--- src/ffi_pkg.sv ---
// Shared constants and types for the free-fall interrupt output block
package ffi_pkg;
    localparam int ACC_W = 16;
    localparam int QT_W = 24;

    // Register offsets
    localparam logic [7:0] OFS_STATUS = 8'h11;
    localparam logic [7:0] OFS_MAP_A = 8'h2b;
    localparam logic [7:0] OFS_MAP_B = 8'h2d;
    localparam logic [7:0] OFS_QUIET_CTL = 8'h37;
    localparam logic [7:0] OFS_AXIS_EN = 8'h38;
    localparam logic [7:0] OFS_LEVEL_HI = 8'h3e;
    localparam logic [7:0] OFS_LEVEL_LO = 8'h3f;
    localparam logic [7:0] OFS_TIME_HI = 8'h40;
    localparam logic [7:0] OFS_TIME_MID = 8'h41;
    localparam logic [7:0] OFS_TIME_LO = 8'h42;
    localparam logic [7:0] OFS_PIN_A_CFG = 8'h5d;
    localparam logic [7:0] OFS_PIN_B_CFG = 8'h5e;

    // Field positions
    localparam int QUIET_EV_BIT = 6;
    localparam int QUIET_EN_BIT = 2;
    localparam int POL_BIT = 7;
    localparam int AXIS_N = 3;

    // Reset values
    localparam logic [7:0] RST_BYTE = 8'h00;
    localparam logic [7:0] RD_UNMAPPED = 8'h00;

    // Timing
    localparam int CLK_MHZ = 125;
    localparam int SETTLE_US = 2000;
    localparam int SETTLE_CYC = SETTLE_US * CLK_MHZ;

    typedef struct packed {
        logic signed [ACC_W-1:0] x;
        logic signed [ACC_W-1:0] y;
        logic signed [ACC_W-1:0] z;
    } ffi_sample_t;

    typedef struct packed {
        logic wr;
        logic rd;
        logic [7:0] addr;
        logic [7:0] wdata;
    } ffi_reg_req_t;
endpackage

--- src/ffi_top.sv ---
// Free-fall detection and interrupt pin output logic
`timescale 1ns/1ps

// Overview of operation
// - Free fall flagged only when every enabled axis stays below threshold for set time.
// - Comparison is absolute: magnitude against threshold, no reference sample.
// - Threshold registers hold output codes: g times scale factor of the range.
// - Three time registers hold the minimum below-threshold duration.
// - Time register counts output data samples: seconds times data rate.
// - Free fall sets the quiet status flag and drives any mapped pin.
// - Output is unsettled for a period after entering measurement mode.
// - Each source maps to pin A, pin B, both or neither; all run together.
// - A pin shows the OR of all events mapped to it.
// - A pin with nothing mapped to it is high impedance.
// - Both pins are high impedance after reset.
// - Pins are active high by default.
// - Polarity bit 7 of each pin configuration register makes the pin active low.
// - An undriven pin keeps its last logic level.
module ffi_top #(
    parameter int SETTLE_CYCLES = ffi_pkg::SETTLE_CYC
) (
    input wire logic clk,
    input wire logic rst_n,
    input wire ffi_pkg::ffi_reg_req_t reg_req,
    output logic [7:0] reg_rdata,
    output logic reg_rvalid,
    input wire logic measure_mode,
    input wire logic sample_valid,
    input wire ffi_pkg::ffi_sample_t sample,
    input wire logic [7:0] other_events,
    output logic settled,
    output logic quiet_flag,
    output logic irq_out_a_o,
    output logic irq_out_a_oe,
    output logic irq_out_b_o,
    output logic irq_out_b_oe
);
    import ffi_pkg::*;

    // Refused at elaboration; a zero window would make settled unreachable
    if (SETTLE_CYCLES < 1) begin : g_settle_chk
        $error("SETTLE_CYCLES must be at least one");
    end

    localparam int SC_W = $clog2(SETTLE_CYCLES + 1);
    localparam logic [SC_W-1:0] SETTLE_END = SC_W'(SETTLE_CYCLES);

    // Magnitude is one bit wider so the most negative code cannot wrap
    function automatic logic [ACC_W:0] mag(input logic signed [ACC_W-1:0] v);
        logic [ACC_W:0] ext;
        ext = {v[ACC_W-1], v};
        mag = v[ACC_W-1] ? (~ext + 1'b1) : ext;
    endfunction

    logic [7:0] map_a_reg;
    logic [7:0] map_b_reg;
    logic [7:0] quiet_ctl_reg;
    logic [7:0] axis_en_reg;
    logic [7:0] level_hi_reg;
    logic [7:0] level_lo_reg;
    logic [7:0] time_hi_reg;
    logic [7:0] time_mid_reg;
    logic [7:0] time_lo_reg;
    logic [7:0] pin_a_cfg_reg;
    logic [7:0] pin_b_cfg_reg;
    logic quiet_flag_reg;
    logic [QT_W-1:0] quiet_cnt_reg;
    logic [QT_W-1:0] quiet_cnt_next;
    logic [SC_W-1:0] settle_cnt_reg;
    logic settled_reg;
    logic measure_prev_reg;
    logic [7:0] rdata_reg;
    logic rvalid_reg;
    logic pin_a_o_reg;
    logic pin_a_oe_reg;
    logic pin_b_o_reg;
    logic pin_b_oe_reg;

    logic [ACC_W:0] level;
    logic [QT_W-1:0] quiet_time;
    logic [AXIS_N-1:0] axis_below;
    logic all_below;
    logic quiet_hit;
    logic status_rd;
    logic [7:0] status_vec;
    logic act_a;
    logic act_b;

    assign level = {1'b0, level_hi_reg, level_lo_reg};
    assign quiet_time = {time_hi_reg, time_mid_reg, time_lo_reg};

    // Absolute compare of each axis; disabled axes never block detection
    always_comb begin
        axis_below[0] = !axis_en_reg[0] || (mag(sample.x) < level);
        axis_below[1] = !axis_en_reg[1] || (mag(sample.y) < level);
        axis_below[2] = !axis_en_reg[2] || (mag(sample.z) < level);
        all_below = &axis_below;
    end

    // Register writes
    always_ff @(posedge clk or negedge rst_n) begin
        if (!rst_n) begin
            map_a_reg <= RST_BYTE;
            map_b_reg <= RST_BYTE;
            quiet_ctl_reg <= RST_BYTE;
            axis_en_reg <= RST_BYTE;
            level_hi_reg <= RST_BYTE;
            level_lo_reg <= RST_BYTE;
            time_hi_reg <= RST_BYTE;
            time_mid_reg <= RST_BYTE;
            time_lo_reg <= RST_BYTE;
            pin_a_cfg_reg <= RST_BYTE;
            pin_b_cfg_reg <= RST_BYTE;
        end else if (reg_req.wr) begin
            case (reg_req.addr)
                OFS_MAP_A: map_a_reg <= reg_req.wdata;
                OFS_MAP_B: map_b_reg <= reg_req.wdata;
                OFS_QUIET_CTL: quiet_ctl_reg <= reg_req.wdata;
                OFS_AXIS_EN: axis_en_reg <= reg_req.wdata;
                OFS_LEVEL_HI: level_hi_reg <= reg_req.wdata;
                OFS_LEVEL_LO: level_lo_reg <= reg_req.wdata;
                OFS_TIME_HI: time_hi_reg <= reg_req.wdata;
                OFS_TIME_MID: time_mid_reg <= reg_req.wdata;
                OFS_TIME_LO: time_lo_reg <= reg_req.wdata;
                OFS_PIN_A_CFG: pin_a_cfg_reg <= reg_req.wdata;
                OFS_PIN_B_CFG: pin_b_cfg_reg <= reg_req.wdata;
                default: begin
                end
            endcase
        end
    end

    // Settling window restarts on each entry to measurement mode
    always_ff @(posedge clk or negedge rst_n) begin
        if (!rst_n) begin
            measure_prev_reg <= 1'b0;
            settle_cnt_reg <= '0;
            settled_reg <= 1'b0;
        end else begin
            measure_prev_reg <= measure_mode;
            if (!measure_mode || !measure_prev_reg) begin
                settle_cnt_reg <= '0;
                settled_reg <= 1'b0;
            end else if (settle_cnt_reg != SETTLE_END) begin
                settle_cnt_reg <= settle_cnt_reg + 1'b1;
                settled_reg <= (settle_cnt_reg + 1'b1) == SETTLE_END;
            end
        end
    end

    // Detection is suspended while data is unsettled or the function is off
    always_comb begin
        quiet_cnt_next = quiet_cnt_reg;
        quiet_hit = 1'b0;
        if (!quiet_ctl_reg[QUIET_EN_BIT] || !settled_reg) begin
            quiet_cnt_next = '0;
        end else if (sample_valid) begin
            if (!all_below) begin
                quiet_cnt_next = '0;
            end else if (quiet_cnt_reg + 1'b1 >= quiet_time) begin
                quiet_hit = 1'b1;
                quiet_cnt_next = quiet_time;
            end else begin
                quiet_cnt_next = quiet_cnt_reg + 1'b1;
            end
        end
    end

    always_ff @(posedge clk or negedge rst_n) begin
        if (!rst_n) begin
            quiet_cnt_reg <= '0;
        end else begin
            quiet_cnt_reg <= quiet_cnt_next;
        end
    end

    assign status_rd = reg_req.rd && (reg_req.addr == OFS_STATUS);

    // Sticky flag; a new hit in the clearing cycle wins over the read clear
    always_ff @(posedge clk or negedge rst_n) begin
        if (!rst_n) begin
            quiet_flag_reg <= 1'b0;
        end else if (quiet_hit) begin
            quiet_flag_reg <= 1'b1;
        end else if (status_rd) begin
            quiet_flag_reg <= 1'b0;
        end
    end

    always_comb begin
        status_vec = other_events;
        status_vec[QUIET_EV_BIT] = quiet_flag_reg;
    end

    // Register reads answer one cycle after the strobe
    always_ff @(posedge clk or negedge rst_n) begin
        if (!rst_n) begin
            rdata_reg <= RD_UNMAPPED;
            rvalid_reg <= 1'b0;
        end else begin
            rvalid_reg <= reg_req.rd;
            if (reg_req.rd) begin
                case (reg_req.addr)
                    OFS_STATUS: rdata_reg <= status_vec;
                    OFS_MAP_A: rdata_reg <= map_a_reg;
                    OFS_MAP_B: rdata_reg <= map_b_reg;
                    OFS_QUIET_CTL: rdata_reg <= quiet_ctl_reg;
                    OFS_AXIS_EN: rdata_reg <= axis_en_reg;
                    OFS_LEVEL_HI: rdata_reg <= level_hi_reg;
                    OFS_LEVEL_LO: rdata_reg <= level_lo_reg;
                    OFS_TIME_HI: rdata_reg <= time_hi_reg;
                    OFS_TIME_MID: rdata_reg <= time_mid_reg;
                    OFS_TIME_LO: rdata_reg <= time_lo_reg;
                    OFS_PIN_A_CFG: rdata_reg <= pin_a_cfg_reg;
                    OFS_PIN_B_CFG: rdata_reg <= pin_b_cfg_reg;
                    default: rdata_reg <= RD_UNMAPPED;
                endcase
            end
        end
    end

    assign act_a = |(status_vec & map_a_reg);
    assign act_b = |(status_vec & map_b_reg);

    // Pin drivers; level stays put while released so the keeper holds it
    always_ff @(posedge clk or negedge rst_n) begin
        if (!rst_n) begin
            pin_a_o_reg <= 1'b0;
            pin_a_oe_reg <= 1'b0;
        end else begin
            pin_a_oe_reg <= |map_a_reg;
            if (|map_a_reg) begin
                pin_a_o_reg <= act_a ^ pin_a_cfg_reg[POL_BIT];
            end
        end
    end

    always_ff @(posedge clk or negedge rst_n) begin
        if (!rst_n) begin
            pin_b_o_reg <= 1'b0;
            pin_b_oe_reg <= 1'b0;
        end else begin
            pin_b_oe_reg <= |map_b_reg;
            if (|map_b_reg) begin
                pin_b_o_reg <= act_b ^ pin_b_cfg_reg[POL_BIT];
            end
        end
    end

    assign reg_rdata = rdata_reg;
    assign reg_rvalid = rvalid_reg;
    assign settled = settled_reg;
    assign quiet_flag = quiet_flag_reg;
    assign irq_out_a_o = pin_a_o_reg;
    assign irq_out_a_oe = pin_a_oe_reg;
    assign irq_out_b_o = pin_b_o_reg;
    assign irq_out_b_oe = pin_b_oe_reg;
endmodule

--- config.mk ---
export PLATFORM = sky130hd
export DESIGN_NAME = ffi_top
export DESIGN_NICKNAME = d
export VERILOG_FILES = /design/src/ffi_pkg.sv /design/src/ffi_top.sv
export SDC_FILE = /design/constraint.sdc
export NUM_CORES = 1
export LEC_CHECK = 0
export ABC_AREA = 1
export BUFFER_PORTS_ARGS = -buffer_cell sky130_fd_sc_hd__buf_2
export CORE_AREA = 2 2 147 149
export DETAILED_ROUTE_END_ITERATION = 12
export DIE_AREA = 0 0 149 151
export GPL_TIMING_DRIVEN = 0
export PLACE_DENSITY = 0.68
export SYNTH_ARGS = -nofsm -noshare
export SYNTH_HDL_FRONTEND = slang
export SYNTH_SLANG_ARGS = --single-unit
--- constraint.sdc ---
create_clock -name clk -period 3.29 [get_ports clk]
set_input_delay 0.658 -clock clk [delete_from_list [all_inputs] [get_ports clk]]
set_output_delay 0.658 -clock clk [all_outputs]
set_load 0.02 [all_outputs]
* Word-level counts from Yosys, hierarchy flattened
Index checks and enable logic that the tools add are counted.
** Word-level totals
- Bits in registers :: 146
- Output and inout port bits :: 15
** Cells by class
- Order comparisons :: 4
- Reductions and logical operators :: 32
- Equal/unequal tests :: 14
- Bitwise logic cells :: 7
- Mux-type cells :: 18
- Add/subtract/negate cells :: 5
** Operator list (count)
- $mux 24 :: 4
- $pmux 8 s12 :: 1
- $add 17x1->17 const B :: 3
- $lt 17x16->1 :: 3
- $mux 17 :: 3
- $not 17->17 :: 3
- $eq 8x6->1 const B :: 6
- $eq 8x7->1 const B :: 5
- $mux 18 :: 2
- $reduce_or 8->1 :: 4
- $add 24x1->24 const B :: 1
- $ge 24x24->1 :: 1
- $reduce_and 2->1 :: 11
- $add 18x1->18 const B :: 1
- $eq 18x18->1 const B :: 1
- $ne 18x18->1 const B :: 1
- $and 8x8->8 :: 2
- $eq 8x5->1 const B :: 1
- $mux 1 :: 8
- $logic_not 1->1 :: 7
- $reduce_bool 2->1 :: 3
- $logic_or 1x1->1 :: 5
- $reduce_and 3->1 :: 1
- $xor 1x1->1 :: 2
- $logic_and 1x1->1 :: 1

* Depth between registers and ports, before layout
- Depth in word-level cells :: 10
- Gate-level depth with buffers :: 22
- Depth with buffers taken out :: 21

* Worst setup path after synthesis
OpenSTA, ideal clock, no wires.
- Kind :: input to register
- From :: in sample[1] (netlist bit)
- To :: reg quiet_cnt_reg[10]
- Stages :: 19
- Data required time :: 3.173 ns
- Path buffers :: 1
- Slack :: 0.100 ns
- Library setup time :: 0.117 ns
- Arrival time :: 3.073 ns
- Cell sequence :: inv_1 ha_1 inv_1 nor3_1 nand3_1 o31ai_1 nand2_1 xor2_1 ha_1 nand2_1 nor3_1 o211ai_1 nand3_1 nand2_1 nand3_1 inv_1 buf_2 nand2_1 nand2_1
** On the way
- Word-level cells in the longest chain between the ends :: 9
** Ends and longest elaborated chain
- from (decl) :: line ffi_top.sv:29 : input wire ffi_pkg::ffi_sample_t sample,
- $not 17->17 :: line ffi_top.sv:52 : mag = v[ACC_W-1] ? (~ext + 1'b1) : ext;
- $add 17x1->17 :: line ffi_top.sv:52
- $mux 17 * :: line ffi_top.sv:52
- $lt 17x16->1 * :: line ffi_top.sv:96 : axis_below[2] = !axis_en_reg[2] || (mag(sample.z) < level);
- $logic_or 1x1->1 * :: line ffi_top.sv:96
- $reduce_and 3->1 * :: line ffi_top.sv:97 : all_below = &axis_below;
- $mux 24 * :: line ffi_top.sv:158 : if (!all_below) begin
- $mux 24 * :: line ffi_top.sv:157 : end else if (sample_valid) begin
- $mux 24 * :: line ffi_top.sv:155 : if (!quiet_ctl_reg[QUIET_EN_BIT] || !settled_reg) begin
- to (signal assigned) :: line ffi_top.sv:173 : quiet_cnt_reg <= quiet_cnt_next;
- to (decl) :: line ffi_top.sv:67 : logic [QT_W-1:0] quiet_cnt_reg;
Mark *: on every way between the ends. The rest lies on a longest branch, timed or not. The select of a mux whose other input is x is not followed.
A chain may end at the register's enable or synchronous reset.

* Worst setup path in the final report
- From :: in sample[16] (netlist bit)
- To :: reg quiet_cnt_reg[14]
** On the way
- Word-level cells in the longest chain between the ends :: 9
** Ends and longest elaborated chain
- $not 17->17 :: line ffi_top.sv:52
- $add 17x1->17 :: line ffi_top.sv:52
- $mux 17 * :: line ffi_top.sv:52
- $lt 17x16->1 * :: line ffi_top.sv:95 : axis_below[1] = !axis_en_reg[1] || (mag(sample.y) < level);
- $logic_or 1x1->1 * :: line ffi_top.sv:95
- $reduce_and 3->1 * :: line ffi_top.sv:97
- $mux 24 * :: line ffi_top.sv:158
- $mux 24 * :: line ffi_top.sv:157
- $mux 24 * :: line ffi_top.sv:155
Marks and branches as above.

==> run_results.csv <==
group,metric,value,unit
timing,maxSlewHeadroom,0.661,
synth,ys.flop_type,"dfrtp_1",
timing,drv_slew,0,
pwr,p_leak,6.05,nW
pwr,peakVddDrop,0.348,mV
setup_path,crit_arrival,3.46,ns
finish,nets,1711,
floorplan,die_y,151,µm
setup_path,startpoint_type,"input port",
synth,netlist_area,10300,µm²
finish,postLayoutCellArea,12000,µm²
cts,cts_hold_buf,0,
finish,largest_reg_flops,24,
grt,antenna_found_initial,0,
timing,setup_tns,0,ns
placement,port_buffers,91,
setup_path,cp-end-kind,"flop",
floorplan,die-area,22500,µm²
cts,numCtsBuffers,17,
routing,dr_total_vias,9928,
cts,clock_sinks,146,
cts,cts_tree,"done",
finish,finalNonFillerCells,1846,
grt,grt.total_usage,0.268,
hold_path,hold_path_class,"in2async",
placement,hpwl,22.2,mm
pwr,cellPowerDensity,385,nW/µm²
outcome,outcome,"finished clean",
routing,detail_route.vias_per_cell,5.38,
finish,syn_to_final_growth,16.2,%
placement,post-place-cells,1809,
routing,drcViolationCount,0,
setup_path,reg2reg_from,"quiet_cnt_reg[1]",
floorplan,core,20800,µm²
synth,syn_nets,1596,
cts,clk_latency,0.43,ns
synth,synth-seq-area-share,0.354,
grt,grt_max_degree,96,
cts,worst_setup_hold_path_clk_slew,0.07,ns
setup_path,crit_type,"in2reg",
floorplan,die_width,149,µm
timing,fin_crit_sh,0.954,
pwr,power,4.61,mW
synth,ys_seq_elements,146,
timing,setup_viol,0,
synth,synth_edf_count,0,
floorplan,io_pins,93,
cts,root_buffer,"clkbuf_16",
synth,synth.area.top_cells,"dfrtp_1 (35%), nand2_1 (15%), ha_1 (9.2%)",
routing,routed_wl,29.5,mm
cts,cts_max_level,4,
timing,final.setup_skew,0.0122,ns
routing,drtIter0Drc,771,
timing,hold_viol_final,0,
placement,dpl_cell_area,11100,µm²
grt,first_global_vias,9293,
floorplan,start_util,0.495,
setup_path,startpoint,"sample[16]",
cts,clock_path_buffers,2,
placement,gp_congestion,0.916,
flow_run,drv_cap,0,
timing,fmax,0.319,GHz
timing,period_needed,3.14,ns
grt,grt-ovfl-total,0,
synth,syn_area_per_cell,7.15,µm²
routing,drt-pass1-iter-count,5,
synth,synth_cells,1442,
synth,async_flop_share,1.00,
routing,ant_nets,0,
grt,grt_pass1_wl,46.9,mm
synth,synth_top_area_share,0.354,
synth,synth_largest_area_cell,"dfrtp_1",
finish,drive_gt1_frac,0.131,
synth,synthDistinctLibCells,42,
timing,worstMarginPinSlew,0.508,ns
setup_path,crit_fanout,10,
routing,routedWlPerCell,16.0,µm
floorplan,std_cell_rows,53,
synth,yosysWarnings,0,
setup_path,cp.required,3.61,ns
[kinds of logic after synthesis]
group,synth area share
and+or+nand+nor,0.294
buffers and inverters,0.0870
AOI/OAI and AO/OA,0.118
DFF,0.354
adders and majority gates,0.0923
xor gates and xnor gates,0.0535
[report_power, final]
part	switching (mW)	internal [mW]
Combinational	0.500	0.271
Clock	0.897	1.02
Sequential	0.0498	1.87
[cells in the final DEF, fill, tap and decap left out, types with 3 or more instances in the layout]
cell type	instances
buf_2	102
inv_2	6
nand4_1	40
xnor2_1	21
clkbuf_1	12
nand3_1	67
ha_1	74
xor2_1	41
nand3_2	7
dfrtp_1	145
buf_6	7
inv_6	4
clkinv_8	3
nand2_2	6
o21bai_1	6
a21oi_1	31
o22ai_1	33
a211oi_1	9
a221oi_1	4
nor2_4	5
nor4_1	6
o21ai_1	27
nand2_1	413
nor3_4	3
buf_4	5
nor2_1	126
nor2_2	6
nor3_1	19
nor3_2	9
inv_1	183
inv_8	5
o21ai_0	90
clkbuf_16	17
[repair_timing]
action	CTS	global route
pin swaps	0	15
endpoints found under the setup margin	24	25
gates resized for setup	8	42
setup buffers	0	4
[critical path: stages]
cell       delay (ns)
buf_2            0.12
inv_2            0.08
ha_4             0.13
nand3_2          0.09
nor3_2           0.21
nand3_1          0.14
nor3_2           0.22
nand2_1          0.11
o21ai_2          0.15
xor2_1           0.09
ha_1             0.33
nand3_2          0.11
nor3_4           0.21
o2111ai_2        0.15
nand3_2          0.13
nand2_2          0.07
nand3_4          0.12
inv_4            0.06
buf_6            0.14
nand2_1          0.08
nand2_1          0.05
[metrics by stage]
step                hold slack (ns)  setup WS (ns)   util
CTS                           0.180         0.0173  0.565
global route                  0.203        -0.0254  0.575
finish                        0.165          0.151  0.575
global placement              0.468         -0.675  0.533
detailed placement            0.465         -0.696  0.535
floorplan                     0.362          0.100      -
[area by class of cell]
type | count | area (µm²)
fillers | 1988 | 8850
multi-input cells | 1071 | 5950
flip-flops and latches | 146 | 3650
inverters | 191 | 719
repair buffers | 96 | 519
clock buffers | 17 | 425
well taps | 275 | 344
plain buffers | 34 | 195
clock inverters | 15 | 164
diodes | 1 | 2.50
[synthesized netlist by cell type (2+ instances only)]
library cell / n
a21o_1: 2
nand4_1: 40
clkbuf_1: 12
o21bai_1: 6
nor3_2: 2
buf_6: 4
nor2_4: 3
nand2_2: 4
nor3_1: 29
nand4_2: 3
a21oi_1: 33
o2111ai_1: 2
dfrtp_1: 146
ha_1: 76
nand3_1: 74
o21a_1: 2
nand2_1: 415
buf_2: 15
xnor2_1: 21
a221oi_1: 4
nor2_2: 7
nor2_1: 127
inv_1: 186
xor2_1: 42
o21ai_1: 27
inv_2: 4
o31ai_1: 4
o2bb2ai_1: 2
buf_1: 2
o22ai_1: 33
a211oi_1: 9
nor4_1: 6
o21ai_0: 91
[path summary, 6_finish.rpt]
path | end | slack, ns | depth (start not counted)
setup / recovery | quiet_cnt_reg[14] | 0.15 | 21
hold / removal | settle_cnt_reg[6] | 0.16 | 1
setup reg to reg | quiet_cnt_reg[14] | 0.25 | 18
hold reg to reg | reg_rdata[0] | 0.48 | 2
max in group asynchronous | time_hi_reg[7] | 2.30 | 2
min in group clk | reg_rvalid | 0.36 | 1
[routing by layer]
layer | share of wire | track usage | vias to the layer above
met1 | 0.44 | 0.353 | 4620
met4 | 0.026 | 0.0905 | 0
met3 | 0.061 | 0.0386 | 54
met5 | 0 | 0 | -
li1 | - | - | 4940
met2 | 0.47 | 0.454 | 314
(Power assumes the default switching activity.)
